<file path="config.mk">
export PLATFORM = sky130hd
export DESIGN_NAME = vector_table_relocation
export DESIGN_NICKNAME = d
export VERILOG_FILES = /design/src/rtl/vector_placement_pkg.sv /design/src/rtl/vector_address_calc.sv /design/src/rtl/vector_table_relocation.sv
export VERILOG_INCLUDE_DIRS = /design/src /design/src/rtl
export SDC_FILE = /design/constraint.sdc
export NUM_CORES = 1
export LEC_CHECK = 0
export ABC_AREA = 1
export ABC_CLOCK_PERIOD_IN_PS = 1850
export BUFFER_PORTS_ARGS = -buffer_cell sky130_fd_sc_hd__clkbuf_2
export CAP_MARGIN = 20
export CORE_MARGIN = 4
export CORE_UTILIZATION = 25
export DETAILED_ROUTE_END_ITERATION = 16
export MAX_ROUTING_LAYER = met4
export PLACE_DENSITY = 0.64
export RECOVER_POWER = 50
export SLEW_MARGIN = 20
export SYNTH_ARGS = -nofsm -noshare
export SYNTH_HDL_FRONTEND = slang
export SYNTH_SLANG_ARGS = --single-unit
</file>
<file path="constraint.sdc">
create_clock -name clk_in -period 1.85 [get_ports clk_in]
set_input_delay 0.0925 -clock clk_in [delete_from_list [all_inputs] [get_ports clk_in]]
set_output_delay 0.0925 -clock clk_in [all_outputs]
set_load 0.05 [all_outputs]
</file>
<file path="src/rtl/vector_placement_defs.svh">
// Offsets, fields, reset values and timing counts of vector placement.
// Assumes inclusion by bare name.
`ifndef VECTOR_PLACEMENT_DEFS_SVH
`define VECTOR_PLACEMENT_DEFS_SVH

// ------------------------------------
// Bus geometry
// ------------------------------------
`define APB_ADDR_W          12
`define APB_DATA_W          32
`define CTRL_OFFSET         12'h000
`define STATUS_OFFSET       12'h004

// ------------------------------------
// Control register layout
// ------------------------------------
`define CTRL_W              8
`define CTRL_RESET          8'h00
`define BIT_UNLOCK          0
`define BIT_VSEL            1
`define BIT_IRQ0_EN         6
`define BIT_IRQ1_EN         7

// ------------------------------------
// Status register layout
// ------------------------------------
`define ST_SEQ_MASK         0
`define ST_LOCK_BLOCK       1
`define ST_HOLD             2
`define ST_CNT_LSB          4
`define ST_BASE_LSB         16

// ------------------------------------
// Flash addresses (word addresses) and vector numbering
// ------------------------------------
`define FLASH_ADDR_W        12
`define FLASH_RESET_ADDR    12'h000
`define BOOT_START_SZ0      12'hc00
`define BOOT_START_SZ1      12'he00
`define BOOT_START_SZ2      12'hf00
`define BOOT_START_SZ3      12'hf80
`define VEC_NUM_W           5
`define FIRST_VECTOR        5'h01
`define LAST_VECTOR         5'h12

// ------------------------------------
// Timing
// ------------------------------------
`define UNLOCK_WINDOW_CYCLES 4
`define CNT_W               3

`endif

</file>
<file path="src/rtl/vector_placement_pkg.sv">
// Types shared by the vector placement control block.
// Assumes the defs header sits in the include path.
`include "vector_placement_defs.svh"

package vector_placement_pkg;

   // -------------------------------------------------------------------
   // Change sequence states
   // -------------------------------------------------------------------
   typedef enum logic [1:0] {
      SEQ_IDLE,   // No change sequence running
      SEQ_OPEN,   // Unlock window open
      SEQ_HOLD    // Select written, waiting for next instruction
   } seq_state_t;

   // -------------------------------------------------------------------
   // Complete state of the top module
   // -------------------------------------------------------------------
   typedef struct packed {
      seq_state_t                  seq;         // Sequence state
      logic [`CNT_W-1:0]           win_cnt;     // Window cycles left
      logic                        vsel;        // Vector base select
      logic                        irq0_en;     // External irq 0 enable
      logic                        irq1_en;     // External irq 1 enable
      logic                        mask;        // Dispatch mask output
      logic                        seq_mask;    // Mask from sequence only
      logic                        lock_block;  // Mask from lock bits
      logic [`FLASH_ADDR_W-1:0]    vec_base;    // Vector table base
      logic [`FLASH_ADDR_W-1:0]    vec_addr;    // Current vector address
      logic [`FLASH_ADDR_W-1:0]    reset_addr;  // Reset entry address
      logic [`APB_DATA_W-1:0]      prdata;      // Read data register
   } top_state_t;

endpackage : vector_placement_pkg

</file>
<file path="src/rtl/vector_address_calc.sv">
// Boot start, reset entry and vector address arithmetic.
// Assumes static fuse inputs.
`timescale 1ns/1ps
`default_nettype none
`include "vector_placement_defs.svh"

module vector_address_calc
   import vector_placement_pkg::*;
(
   input  wire logic [1:0]                 boot_size_fuses_in,   // Boot size fuse code
   input  wire logic                       boot_reset_fuse_in,   // 0 = programmed
   input  wire logic                       vector_base_select_in,// 1 = boot section
   input  wire logic [`VEC_NUM_W-1:0]      irq_num_in,           // Vector number
   output logic      [`FLASH_ADDR_W-1:0]   vector_base_out,      // Table base
   output logic      [`FLASH_ADDR_W-1:0]   vector_addr_out,      // Vector word address
   output logic      [`FLASH_ADDR_W-1:0]   reset_addr_out        // Reset entry
);

   // --------------------------------------------------------------------
   // Boot section start from the size fuses
   // --------------------------------------------------------------------
   function automatic logic [`FLASH_ADDR_W-1:0] boot_start_of(input logic [1:0] code);
      logic [`FLASH_ADDR_W-1:0] addr;
      unique case (code)
         2'h0: addr = `BOOT_START_SZ0;   // Largest boot section
         2'h1: addr = `BOOT_START_SZ1;
         2'h2: addr = `BOOT_START_SZ2;
         2'h3: addr = `BOOT_START_SZ3;   // Smallest boot section
      endcase
      return addr;
   endfunction : boot_start_of

   logic [`FLASH_ADDR_W-1:0] boot_start;   // Decoded boot start

   // Boot start feeds base and boot reset entry
   always_comb begin
      boot_start      = boot_start_of(boot_size_fuses_in);
      vector_base_out = vector_base_select_in ? boot_start : `FLASH_RESET_ADDR;
      // Vector n sits n words above the base; numbers out of range give the base
      if (irq_num_in >= `FIRST_VECTOR && irq_num_in <= `LAST_VECTOR) begin
         vector_addr_out = vector_base_out + {{(`FLASH_ADDR_W-`VEC_NUM_W){1'b0}}, irq_num_in};
      end else begin
         vector_addr_out = vector_base_out;
      end
      // Programmed fuse (0) enters at boot start, unprogrammed at zero
      reset_addr_out  = boot_reset_fuse_in ? `FLASH_RESET_ADDR : boot_start;
   end

endmodule : vector_address_calc
`default_nettype wire

</file>
<file path="src/rtl/vector_table_relocation.sv">
// Vector placement control: APB control register, timed select unlock,
// dispatch masking and lock blocking.
// Assumes an APB3 master on clk_in and static fuse and lock inputs.
`timescale 1ns/1ps
`default_nettype none
`include "vector_placement_defs.svh"

module vector_table_relocation
   import vector_placement_pkg::*;
#(
   parameter int WINDOW_CYCLES = `UNLOCK_WINDOW_CYCLES   // Unlock window length
)
(
   input  wire logic                       clk_in,                    // 125 MHz clock
   input  wire logic                       rst_in,                    // Sync reset, high
   // APB slave
   input  wire logic                       psel_in,                   // Slave select
   input  wire logic                       penable_in,                // Access phase
   input  wire logic                       pwrite_in,                 // 1 = write
   input  wire logic [`APB_ADDR_W-1:0]     paddr_in,                  // Byte address
   input  wire logic [`APB_DATA_W-1:0]     pwdata_in,                 // Write data
   output logic      [`APB_DATA_W-1:0]     prdata_out,                // Read data
   output logic                            pready_out,                // Always ready
   output logic                            pslverr_out,               // Unmapped access
   // Fuses, lock bits and core status
   input  wire logic                       boot_reset_fuse_in,        // 0 = programmed
   input  wire logic [1:0]                 boot_size_fuses_in,        // Boot size code
   input  wire logic                       app_section_lock_bit_in,   // 0 = programmed
   input  wire logic                       boot_section_lock_bit_in,  // 0 = programmed
   input  wire logic                       exec_from_boot_in,         // PC in boot section
   input  wire logic                       instr_done_in,             // Instruction completed
   input  wire logic [`VEC_NUM_W-1:0]      irq_num_in,                // Vector being fetched
   // Results
   output logic                            irq_dispatch_mask_out,     // Block dispatch
   output logic                            vector_base_select_out,    // Stored select
   output logic                            vector_change_unlock_out,  // Window open
   output logic                            ext_irq0_enable_out,       // Stored enable 0
   output logic                            ext_irq1_enable_out,       // Stored enable 1
   output logic      [`FLASH_ADDR_W-1:0]   vector_base_out,           // Table base
   output logic      [`FLASH_ADDR_W-1:0]   vector_addr_out,           // Vector address
   output logic      [`FLASH_ADDR_W-1:0]   reset_addr_out             // Reset entry
);

   // --------------------------------------------------------------------
   // Elaboration checks
   // --------------------------------------------------------------------
   // Window must fit the counter and last a cycle
   if (WINDOW_CYCLES < 1 || WINDOW_CYCLES > (2**`CNT_W)-1) begin : g_bad_window
      $error("WINDOW_CYCLES out of range");
   end

   localparam logic [`CNT_W-1:0] WIN_LOAD = `CNT_W'(WINDOW_CYCLES);   // Counter load value
   localparam logic [`CNT_W-1:0] WIN_LAST = `CNT_W'(1);               // Final window cycle

   // --------------------------------------------------------------------
   // State and decode signals
   // --------------------------------------------------------------------
   top_state_t                st_ff;        // Registered state
   top_state_t                nxt_st;       // Next state
   logic                      setup_ph;     // APB setup phase
   logic                      access_ph;    // APB access phase
   logic                      hit_ctrl;     // Address is control register
   logic                      hit_status;   // Address is status register
   logic                      wr_ctrl;      // Control write takes effect
   logic                      wr_unlock;    // Written unlock bit value
   logic                      wr_vsel;      // Written select bit value
   logic [`FLASH_ADDR_W-1:0]  calc_base;    // Base from calculator
   logic [`FLASH_ADDR_W-1:0]  calc_vaddr;   // Vector address from calculator
   logic [`FLASH_ADDR_W-1:0]  calc_reset;   // Reset entry from calculator
   logic                      app_locked;   // Application lock programmed
   logic                      boot_locked;  // Boot lock programmed

   // --------------------------------------------------------------------
   // Register read image
   // --------------------------------------------------------------------
   // Reserved bits 5..2 are never stored, so they always read zero
   function automatic logic [`APB_DATA_W-1:0] ctrl_image(input top_state_t s);
      logic [`APB_DATA_W-1:0] img;
      img               = '0;
      img[`BIT_UNLOCK]  = (s.seq == SEQ_OPEN);
      img[`BIT_VSEL]    = s.vsel;
      img[`BIT_IRQ0_EN] = s.irq0_en;
      img[`BIT_IRQ1_EN] = s.irq1_en;
      return img;
   endfunction : ctrl_image

   // Status shows sequence internals for debug
   function automatic logic [`APB_DATA_W-1:0] status_image(input top_state_t s);
      logic [`APB_DATA_W-1:0] img;
      img                                        = '0;
      img[`ST_SEQ_MASK]                          = s.seq_mask;
      img[`ST_LOCK_BLOCK]                        = s.lock_block;
      img[`ST_HOLD]                              = (s.seq == SEQ_HOLD);
      img[`ST_CNT_LSB +: `CNT_W]                 = s.win_cnt;
      img[`ST_BASE_LSB +: `FLASH_ADDR_W]         = s.vec_base;
      return img;
   endfunction : status_image

   // --------------------------------------------------------------------
   // Address arithmetic
   // --------------------------------------------------------------------
   // Calculator sees the stored select: a new base lags the write
   vector_address_calc u_calc (
      .boot_size_fuses_in    (boot_size_fuses_in),
      .boot_reset_fuse_in    (boot_reset_fuse_in),
      .vector_base_select_in (st_ff.vsel),
      .irq_num_in            (irq_num_in),
      .vector_base_out       (calc_base),
      .vector_addr_out       (calc_vaddr),
      .reset_addr_out        (calc_reset)
   );

   // --------------------------------------------------------------------
   // APB decode
   // --------------------------------------------------------------------
   // Zero wait states
   always_comb begin
      setup_ph    = psel_in & ~penable_in;
      access_ph   = psel_in & penable_in;
      hit_ctrl    = (paddr_in == `CTRL_OFFSET);
      hit_status  = (paddr_in == `STATUS_OFFSET);
      wr_ctrl     = access_ph & pwrite_in & hit_ctrl;
      wr_unlock   = pwdata_in[`BIT_UNLOCK];
      wr_vsel     = pwdata_in[`BIT_VSEL];
      // Lock bits are programmed when they read zero
      app_locked  = ~app_section_lock_bit_in;
      boot_locked = ~boot_section_lock_bit_in;
      pready_out  = 1'b1;
      // Unmapped: error, reads zero
      pslverr_out = access_ph & ~hit_ctrl & ~hit_status;
   end

   // --------------------------------------------------------------------
   // Next-state logic
   // --------------------------------------------------------------------
   always_comb begin
      nxt_st = st_ff;

      // Interrupt enable bits are plain read-write storage
      if (wr_ctrl) begin
         nxt_st.irq0_en = pwdata_in[`BIT_IRQ0_EN];
         nxt_st.irq1_en = pwdata_in[`BIT_IRQ1_EN];
      end

      // Change sequence
      unique case (st_ff.seq)
         SEQ_IDLE: begin
            // Unlock opens; its select bit is dropped so one write cannot move the table
            if (wr_ctrl && wr_unlock) begin
               nxt_st.seq     = SEQ_OPEN;
               nxt_st.win_cnt = WIN_LOAD;
            end
         end
         SEQ_OPEN: begin
            if (wr_ctrl && !wr_unlock) begin
               // Completing write: select lands, unlock drops at once
               nxt_st.vsel    = wr_vsel;
               nxt_st.seq     = SEQ_HOLD;
               nxt_st.win_cnt = '0;
            end else if (wr_ctrl && wr_unlock) begin
               // Unlock written again: window restarts, select ignored
               nxt_st.win_cnt = WIN_LOAD;
            end else if (st_ff.win_cnt == WIN_LAST) begin
               // Window expired without a select write
               nxt_st.seq     = SEQ_IDLE;
               nxt_st.win_cnt = '0;
            end else begin
               nxt_st.win_cnt = st_ff.win_cnt - WIN_LAST;
            end
         end
         SEQ_HOLD: begin
            // Mask held until the instruction after the select write ends
            if (wr_ctrl && wr_unlock) begin
               nxt_st.seq     = SEQ_OPEN;
               nxt_st.win_cnt = WIN_LOAD;
            end else if (instr_done_in) begin
               nxt_st.seq     = SEQ_IDLE;
            end
         end
      endcase

      // Mask gates dispatch only; the core's global flag is untouched
      nxt_st.seq_mask = (nxt_st.seq != SEQ_IDLE);

      // Lock blocking depends on where the table sits and where code runs
      nxt_st.lock_block = ( nxt_st.vsel & app_locked  & ~exec_from_boot_in)
                        | (~nxt_st.vsel & boot_locked &  exec_from_boot_in);
      nxt_st.mask       = nxt_st.seq_mask | nxt_st.lock_block;

      // Address results are registered copies of the calculator
      nxt_st.vec_base   = calc_base;
      nxt_st.vec_addr   = calc_vaddr;
      nxt_st.reset_addr = calc_reset;

      // Read data is captured in the setup phase and held through access
      if (setup_ph && !pwrite_in) begin
         if (hit_ctrl) begin
            nxt_st.prdata = ctrl_image(st_ff);
         end else if (hit_status) begin
            nxt_st.prdata = status_image(st_ff);
         end else begin
            nxt_st.prdata = '0;
         end
      end
   end

   // --------------------------------------------------------------------
   // State register
   // --------------------------------------------------------------------
   // Constants only; fuse-derived values follow the release edge
   always_ff @(posedge clk_in) begin
      if (rst_in) begin
         st_ff.seq        <= SEQ_IDLE;
         st_ff.win_cnt    <= '0;
         st_ff.vsel       <= 1'(`CTRL_RESET >> `BIT_VSEL);
         st_ff.irq0_en    <= 1'b0;
         st_ff.irq1_en    <= 1'b0;
         st_ff.mask       <= 1'b0;
         st_ff.seq_mask   <= 1'b0;
         st_ff.lock_block <= 1'b0;
         st_ff.vec_base   <= `FLASH_RESET_ADDR;
         st_ff.vec_addr   <= `FLASH_RESET_ADDR;
         st_ff.reset_addr <= `FLASH_RESET_ADDR;
         st_ff.prdata     <= '0;
      end else begin
         st_ff <= nxt_st;
      end
   end

   // --------------------------------------------------------------------
   // Outputs
   // --------------------------------------------------------------------
   // All data outputs come straight from the state register
   always_comb begin
      prdata_out               = st_ff.prdata;
      irq_dispatch_mask_out    = st_ff.mask;
      vector_base_select_out   = st_ff.vsel;
      vector_change_unlock_out = (st_ff.seq == SEQ_OPEN);
      ext_irq0_enable_out      = st_ff.irq0_en;
      ext_irq1_enable_out      = st_ff.irq1_en;
      vector_base_out          = st_ff.vec_base;
      vector_addr_out          = st_ff.vec_addr;
      reset_addr_out           = st_ff.reset_addr;
   end

endmodule : vector_table_relocation
`default_nettype wire

</file>
After elaboration in Yosys (flattened, before gate mapping)
Index checks and enable logic that the tools add are counted.

Word-level logic and storage cells: 73. Output and inout bits: 75. Bits in registers: 79. Input bits: 61.

Multiplexer cells: 17. Equal/unequal tests: 9. Reduce and logical (&&, ||, !) cells: 12. Magnitude comparators: 2. $add $sub $neg: 2. Bitwise operators: 19.

Operators by type and width (number): 2-to-1 mux 28 bit (2); case mux 12 bit (4 select lines) (1); 2-to-1 mux 12 bit (2); case mux 5 bit (3 select lines) (1); adder 12 x 5 -> 12 bit (1); equality test 12 x 3 -> 1 bit, second input constant (1); logical NOT 12 bit (1); bitwise AND 1 bit (10); 2-to-1 mux 5 bit (2); 2-to-1 mux 3 bit (3); 2-to-1 mux 2 bit (4); inverter 1 bit (7); equality test 2 bit, second input constant (3); >= comparator 5 x 1 -> 1 bit, second input constant (1); less-or-equal comparator 5 bit, second input constant (1); equality test 2 x 1 -> 1 bit, second input constant (2); logical AND 1 bit (4); logical NOT 2 bit (2); != test 2 bit, second input constant (2); equality test 3 x 1 -> 1 bit, second input constant (1); subtractor 3 x 1 -> 3 bit, second input constant (1); logical NOT 1 bit (2); 2-to-1 mux 1 bit (2); OR 1 bit (2); 3 further kinds (3).

Logic depth before layout (Yosys ltp)
Word-level depth: 11. Gate-level depth with buffers: 11. Mapped depth without buffers: 11.

Modules after synthesis
A second synthesis with hierarchy kept.

Cell total of the unflattened synthesis: 436. Area, all modules: 3283.1 um2.

By module, submodules not included: vector_table_relocation (seq. area each 1321.3 um2, cells each 388, area an instance 2997.9 um2, times used 1); vector_address_calc (seq. area each 0.0 um2, cells each 48, area an instance 285.3 um2, times used 1).

Worst setup path after synthesis
No wires, ideal clock.

Path kind: input to output. From: in paddr_in[11]. To: out pslverr_out. Setup slack: 0.131 ns. Data arrival time: 1.627 ns. Buffers on the path: 0. Stages on the path: 6. Required time: 1.757 ns. Path through: nor2_1 -> nand2_1 -> nor2_4 -> nand2_1 -> clkinv_1 -> nor3_1.

Cells in the longest elaborated chain, start to end: 4. Elaborated cells on any way between the ends: 6. Classes of those cells: eq/ne: 1; bitwise: 4; reduce/logical: 1.

RTL lines: from (decl) (line vector_table_relocation.sv:20) `` input wire logic [`APB_ADDR_W-1:0] paddr_in, ``; logical NOT 12 bit (no source line); inverter 1 bit (line vector_table_relocation.sv:130) `pslverr_out = access_ph & ~hit_ctrl & ~hit_status;`; bitwise AND 1 bit (line vector_table_relocation.sv:130); bitwise AND 1 bit * (line vector_table_relocation.sv:130); to (decl) (line vector_table_relocation.sv:24) `output logic pslverr_out,`.

Mark *: on every way between the ends. The rest lies on a longest branch, timed or not.

Worst setup path after layout
From: reg st_ff[78] (netlist bit). To: reg st_ff[75] (netlist bit).

Cells in the longest elaborated chain, start to end: 3. Elaborated cells on any way between the ends: 7. Classes of those cells: eq/ne: 4; mux: 1; reduce/logical: 2.

RTL lines: from (decl) (line vector_table_relocation.sv:58) `top_state_t st_ff;`; from (signal assigned) (line vector_table_relocation.sv:226) `st_ff <= nxt_st;`; equality test 2 bit or logical NOT 2 bit (tied branches) (line vector_table_relocation.sv:146) `unique case (st_ff.seq)`; != test 2 bit (no source line); AND reduction 2 bit (no source line).

Parallel ways exist; a longest one is shown, timed or not. A chain may end at the register's enable or synchronous reset.

==> results_dict.tcl <==
set metrics [dict create \
    seq_area_frac_synth_pct 33.73 \
    wire_per_inst_microns 10.30 \
    slowest_stage "dfxtp_1" \
    gp_congestion 0.7748 \
    grt_pass1_wl_microns 6817 \
    vdd_drop_max_mv 0.2657 \
    wl_microns 4397 \
    final_cells 427 \
    status "finished, final reports clean" \
    cts_resized 0 \
    ff2ff_setup_slack_ns 0.30 \
    place_ws_ns 0.3192 \
    ys_ff_latch 35 \
    crit_required_ns 2.07 \
    gr-total-overflow 0 \
    fin_ws_ns 0.2956 \
    grt_pass1_vias 1503 \
    startpoint "st_ff[78]" \
    drive_gt1_share_pct 21.85 \
    r2r_cells 7 \
    cts_tree "built" \
    cts_setup_buffers 0 \
    synthCells 281 \
    period_share_pct 84.02 \
    dp_hpwl_microns 3634 \
    fin_skew_ns 0.005646 \
    timing.max_slew.rel_slack_pct 58.89 \
    synth_area_sq_um 2077 \
    critPathLaunchType "register" \
    path_class "reg -> reg" \
    ys_types 24 \
    synthArstFlopShare_pct 0 \
    io_buffers 70 \
    clock_latency_ns 0.28 \
    die_x_microns 99.15 \
    antenna_found_initial 0 \
    rsz0062_at_grt "false" \
    drt_iter0_drc 74 \
    area_delta_synth_final_pct 8.313 \
    grt_max_degree 17 \
    hold_class "in -> reg" \
    crit_path_max_incr_delay_ns 0.38 \
    clkTransAtPathRegs_ns 0.07 \
    fmax_mhz 643.3 \
    power_density_nw_per_um2 805.0 \
    drcViolationCount 0 \
    core_sq_um 7888 \
    dieArea_sq_um 9831 \
    yosysTopAreaCell "dfxtp_1" \
    htreeDepth 2 \
    floorplan.initialDensity_pct 26.33 \
    slew_viol_final 0 \
    fin_tns_setup_ns 0 \
    synth_edf_count 0 \
    dr.pass1.iters 4 \
    p_leak_nw 1.182 \
    vias 1633 \
    via_per_inst 3.824 \
    layout_commonest_cell "clkbuf_2" \
    diodes 0 \
    cp_max_fo 5 \
    ant_nets 0 \
    hold_viol 0 \
    placed_cells 418 \
    cp_cell_sequence "inv_1, ha_1, nand2_1, inv_1, nand4_1, or2_2, a21oi_1" \
    setup_violations 0 \
    die_y_microns 99.15 \
    tightestPinTransition_ns 0.6194 \
    final_cell_mix "clkbuf_2, nand2_1, inv_1" \
    critPathCaptureType "register" \
    rr_endpoint "st_ff[75]" \
    worst_hold_slack_ns 0.02004 \
    fin_crit_ns 1.554 \
    ys.flop_type "dfxtp_1" \
    clock_path_buffers 2 \
    synthTopCellsByArea "dfxtp_1, buf_4, nand2_1" \
    final_nets 390 \
    clock-sinks 35 \
    finalPower_mw 1.811 \
    gr-usage-all-layers_pct 8.815 \
    rows 32 \
    cts-buffers-inserted 5 \
    cts_root_buf "clkbuf_8" \
    yosysWarnings 0 \
    synth_top_area_share_pct 33.73 \
    avgSynthCellArea_sq_um 7.391 \
    pin_count 136 \
    worstPathArrival_ns 1.77 \
    crit_path_end "st_ff[75]" \
    timing.critical_path.mode_cell "inv_1" \
    r2r-start "st_ff[78]" \
    maxCapViolations 0 \
]
[metal layers]
layer / track usage (%) / wire, microns / up-vias
met3: 2.735 / 367 / 4
met2: 14.88 / 2220 / 60
met1: 9.936 / 1761 / 719
met5: - / 0 / -
met4: 2.836 / 48 / 0
li1: - / - / 850
[worst min path at each step]
stage	endpoint	start	cells after the start	slack, ns
after floorplan	reset_addr_out[10]	boot_reset_fuse_in	1	0.17
after global placement	reset_addr_out[10]	boot_reset_fuse_in	2	0.26
after detailed placement	reset_addr_out[10]	boot_reset_fuse_in	2	0.26
after CTS	vector_addr_out[3]	irq_num_in[3]	3	0.01
after global routing	vector_addr_out[3]	irq_num_in[3]	3	0.01
final	vector_addr_out[3]	irq_num_in[3]	3	0.02
[sequential cells by signal (all words and copies together), names as in the netlist]
| register | cells |
|---|---|
| prdata_out | 11 |
| vector_addr_out | 9 |
| st_ff | 7 |
| reset_addr_out | 4 |
| ext_irq0_enable_out | 1 |
| ext_irq1_enable_out | 1 |
| irq_dispatch_mask_out | 1 |
| vector_base_select_out | 1 |
[report_power, final]
part | total [mW] | internal, mW | leakage (nW) | switching, mW
combinational | 0.419 | 0.0717 | 0.845 | 0.347
sequential | 0.794 | 0.782 | 0.285 | 0.0121
clock | 0.598 | 0.340 | 0.0515 | 0.258
[cell usage after synthesis, types with 2 or more instances]
| cell | instances |
|---|---|
| clkbuf_1 | 3 |
| nor2_2 | 2 |
| ha_1 | 5 |
| conb_1 | 2 |
| nor3_1 | 4 |
| nor2_1 | 19 |
| nand2_1 | 42 |
| dfxtp_1 | 35 |
| a21oi_1 | 17 |
| inv_1 | 41 |
| buf_4 | 70 |
| o211ai_1 | 5 |
| o21ai_0 | 14 |
| nand3_2 | 2 |
| nand3_1 | 11 |
[cells by family (layout without fill, tap and decap cells)]
logic type      count (synthesis)  in the layout  synth area share [%]
compound gates                 38             38                 10.12
fa+ha+maj                       5              5                 3.012
buf+inv                       115            124                 33.43
flops                          35             35                 33.73
other cells                     2             37                0.3616
simple gates                   86             86                 19.34
[metrics by stage]
stage               utilization [%]  area (sq um)
detailed placement            27.54          2172
finish                        28.52          2250
CTS                           28.93          2282
global placement              27.54          2172
floorplan                         -          2208
global route                  28.52          2250
[timing repair]
action,CTS,global route
endpoints found under the hold margin,1,0
hold buffers,1,0
endpoints found under the setup margin,0,0
[area by class of cell]
type	instances	area, sq um
Clock buffer	8	100.1
Fill cell	875	5638
Inverter	42	157.7
Multi-Input combinational cell	166	803.3
Sequential cell	35	700.7
Tap cell	102	127.6
Timing Repair Buffer	74	360.3
[worst max-delay path: cells and delay by family, from the launching register on]
family / cells / cell delay [ns]
adder cells (fa/ha/maj): 1 / 0.36
flip-flops: 1 / 0.38
AND/OR/NAND/NOR: 3 / 0.47
AO/OA/AOI/OAI: 1 / 0.12
buffers and inverters: 2 / 0.16
(Power assumes the default switching activity.)
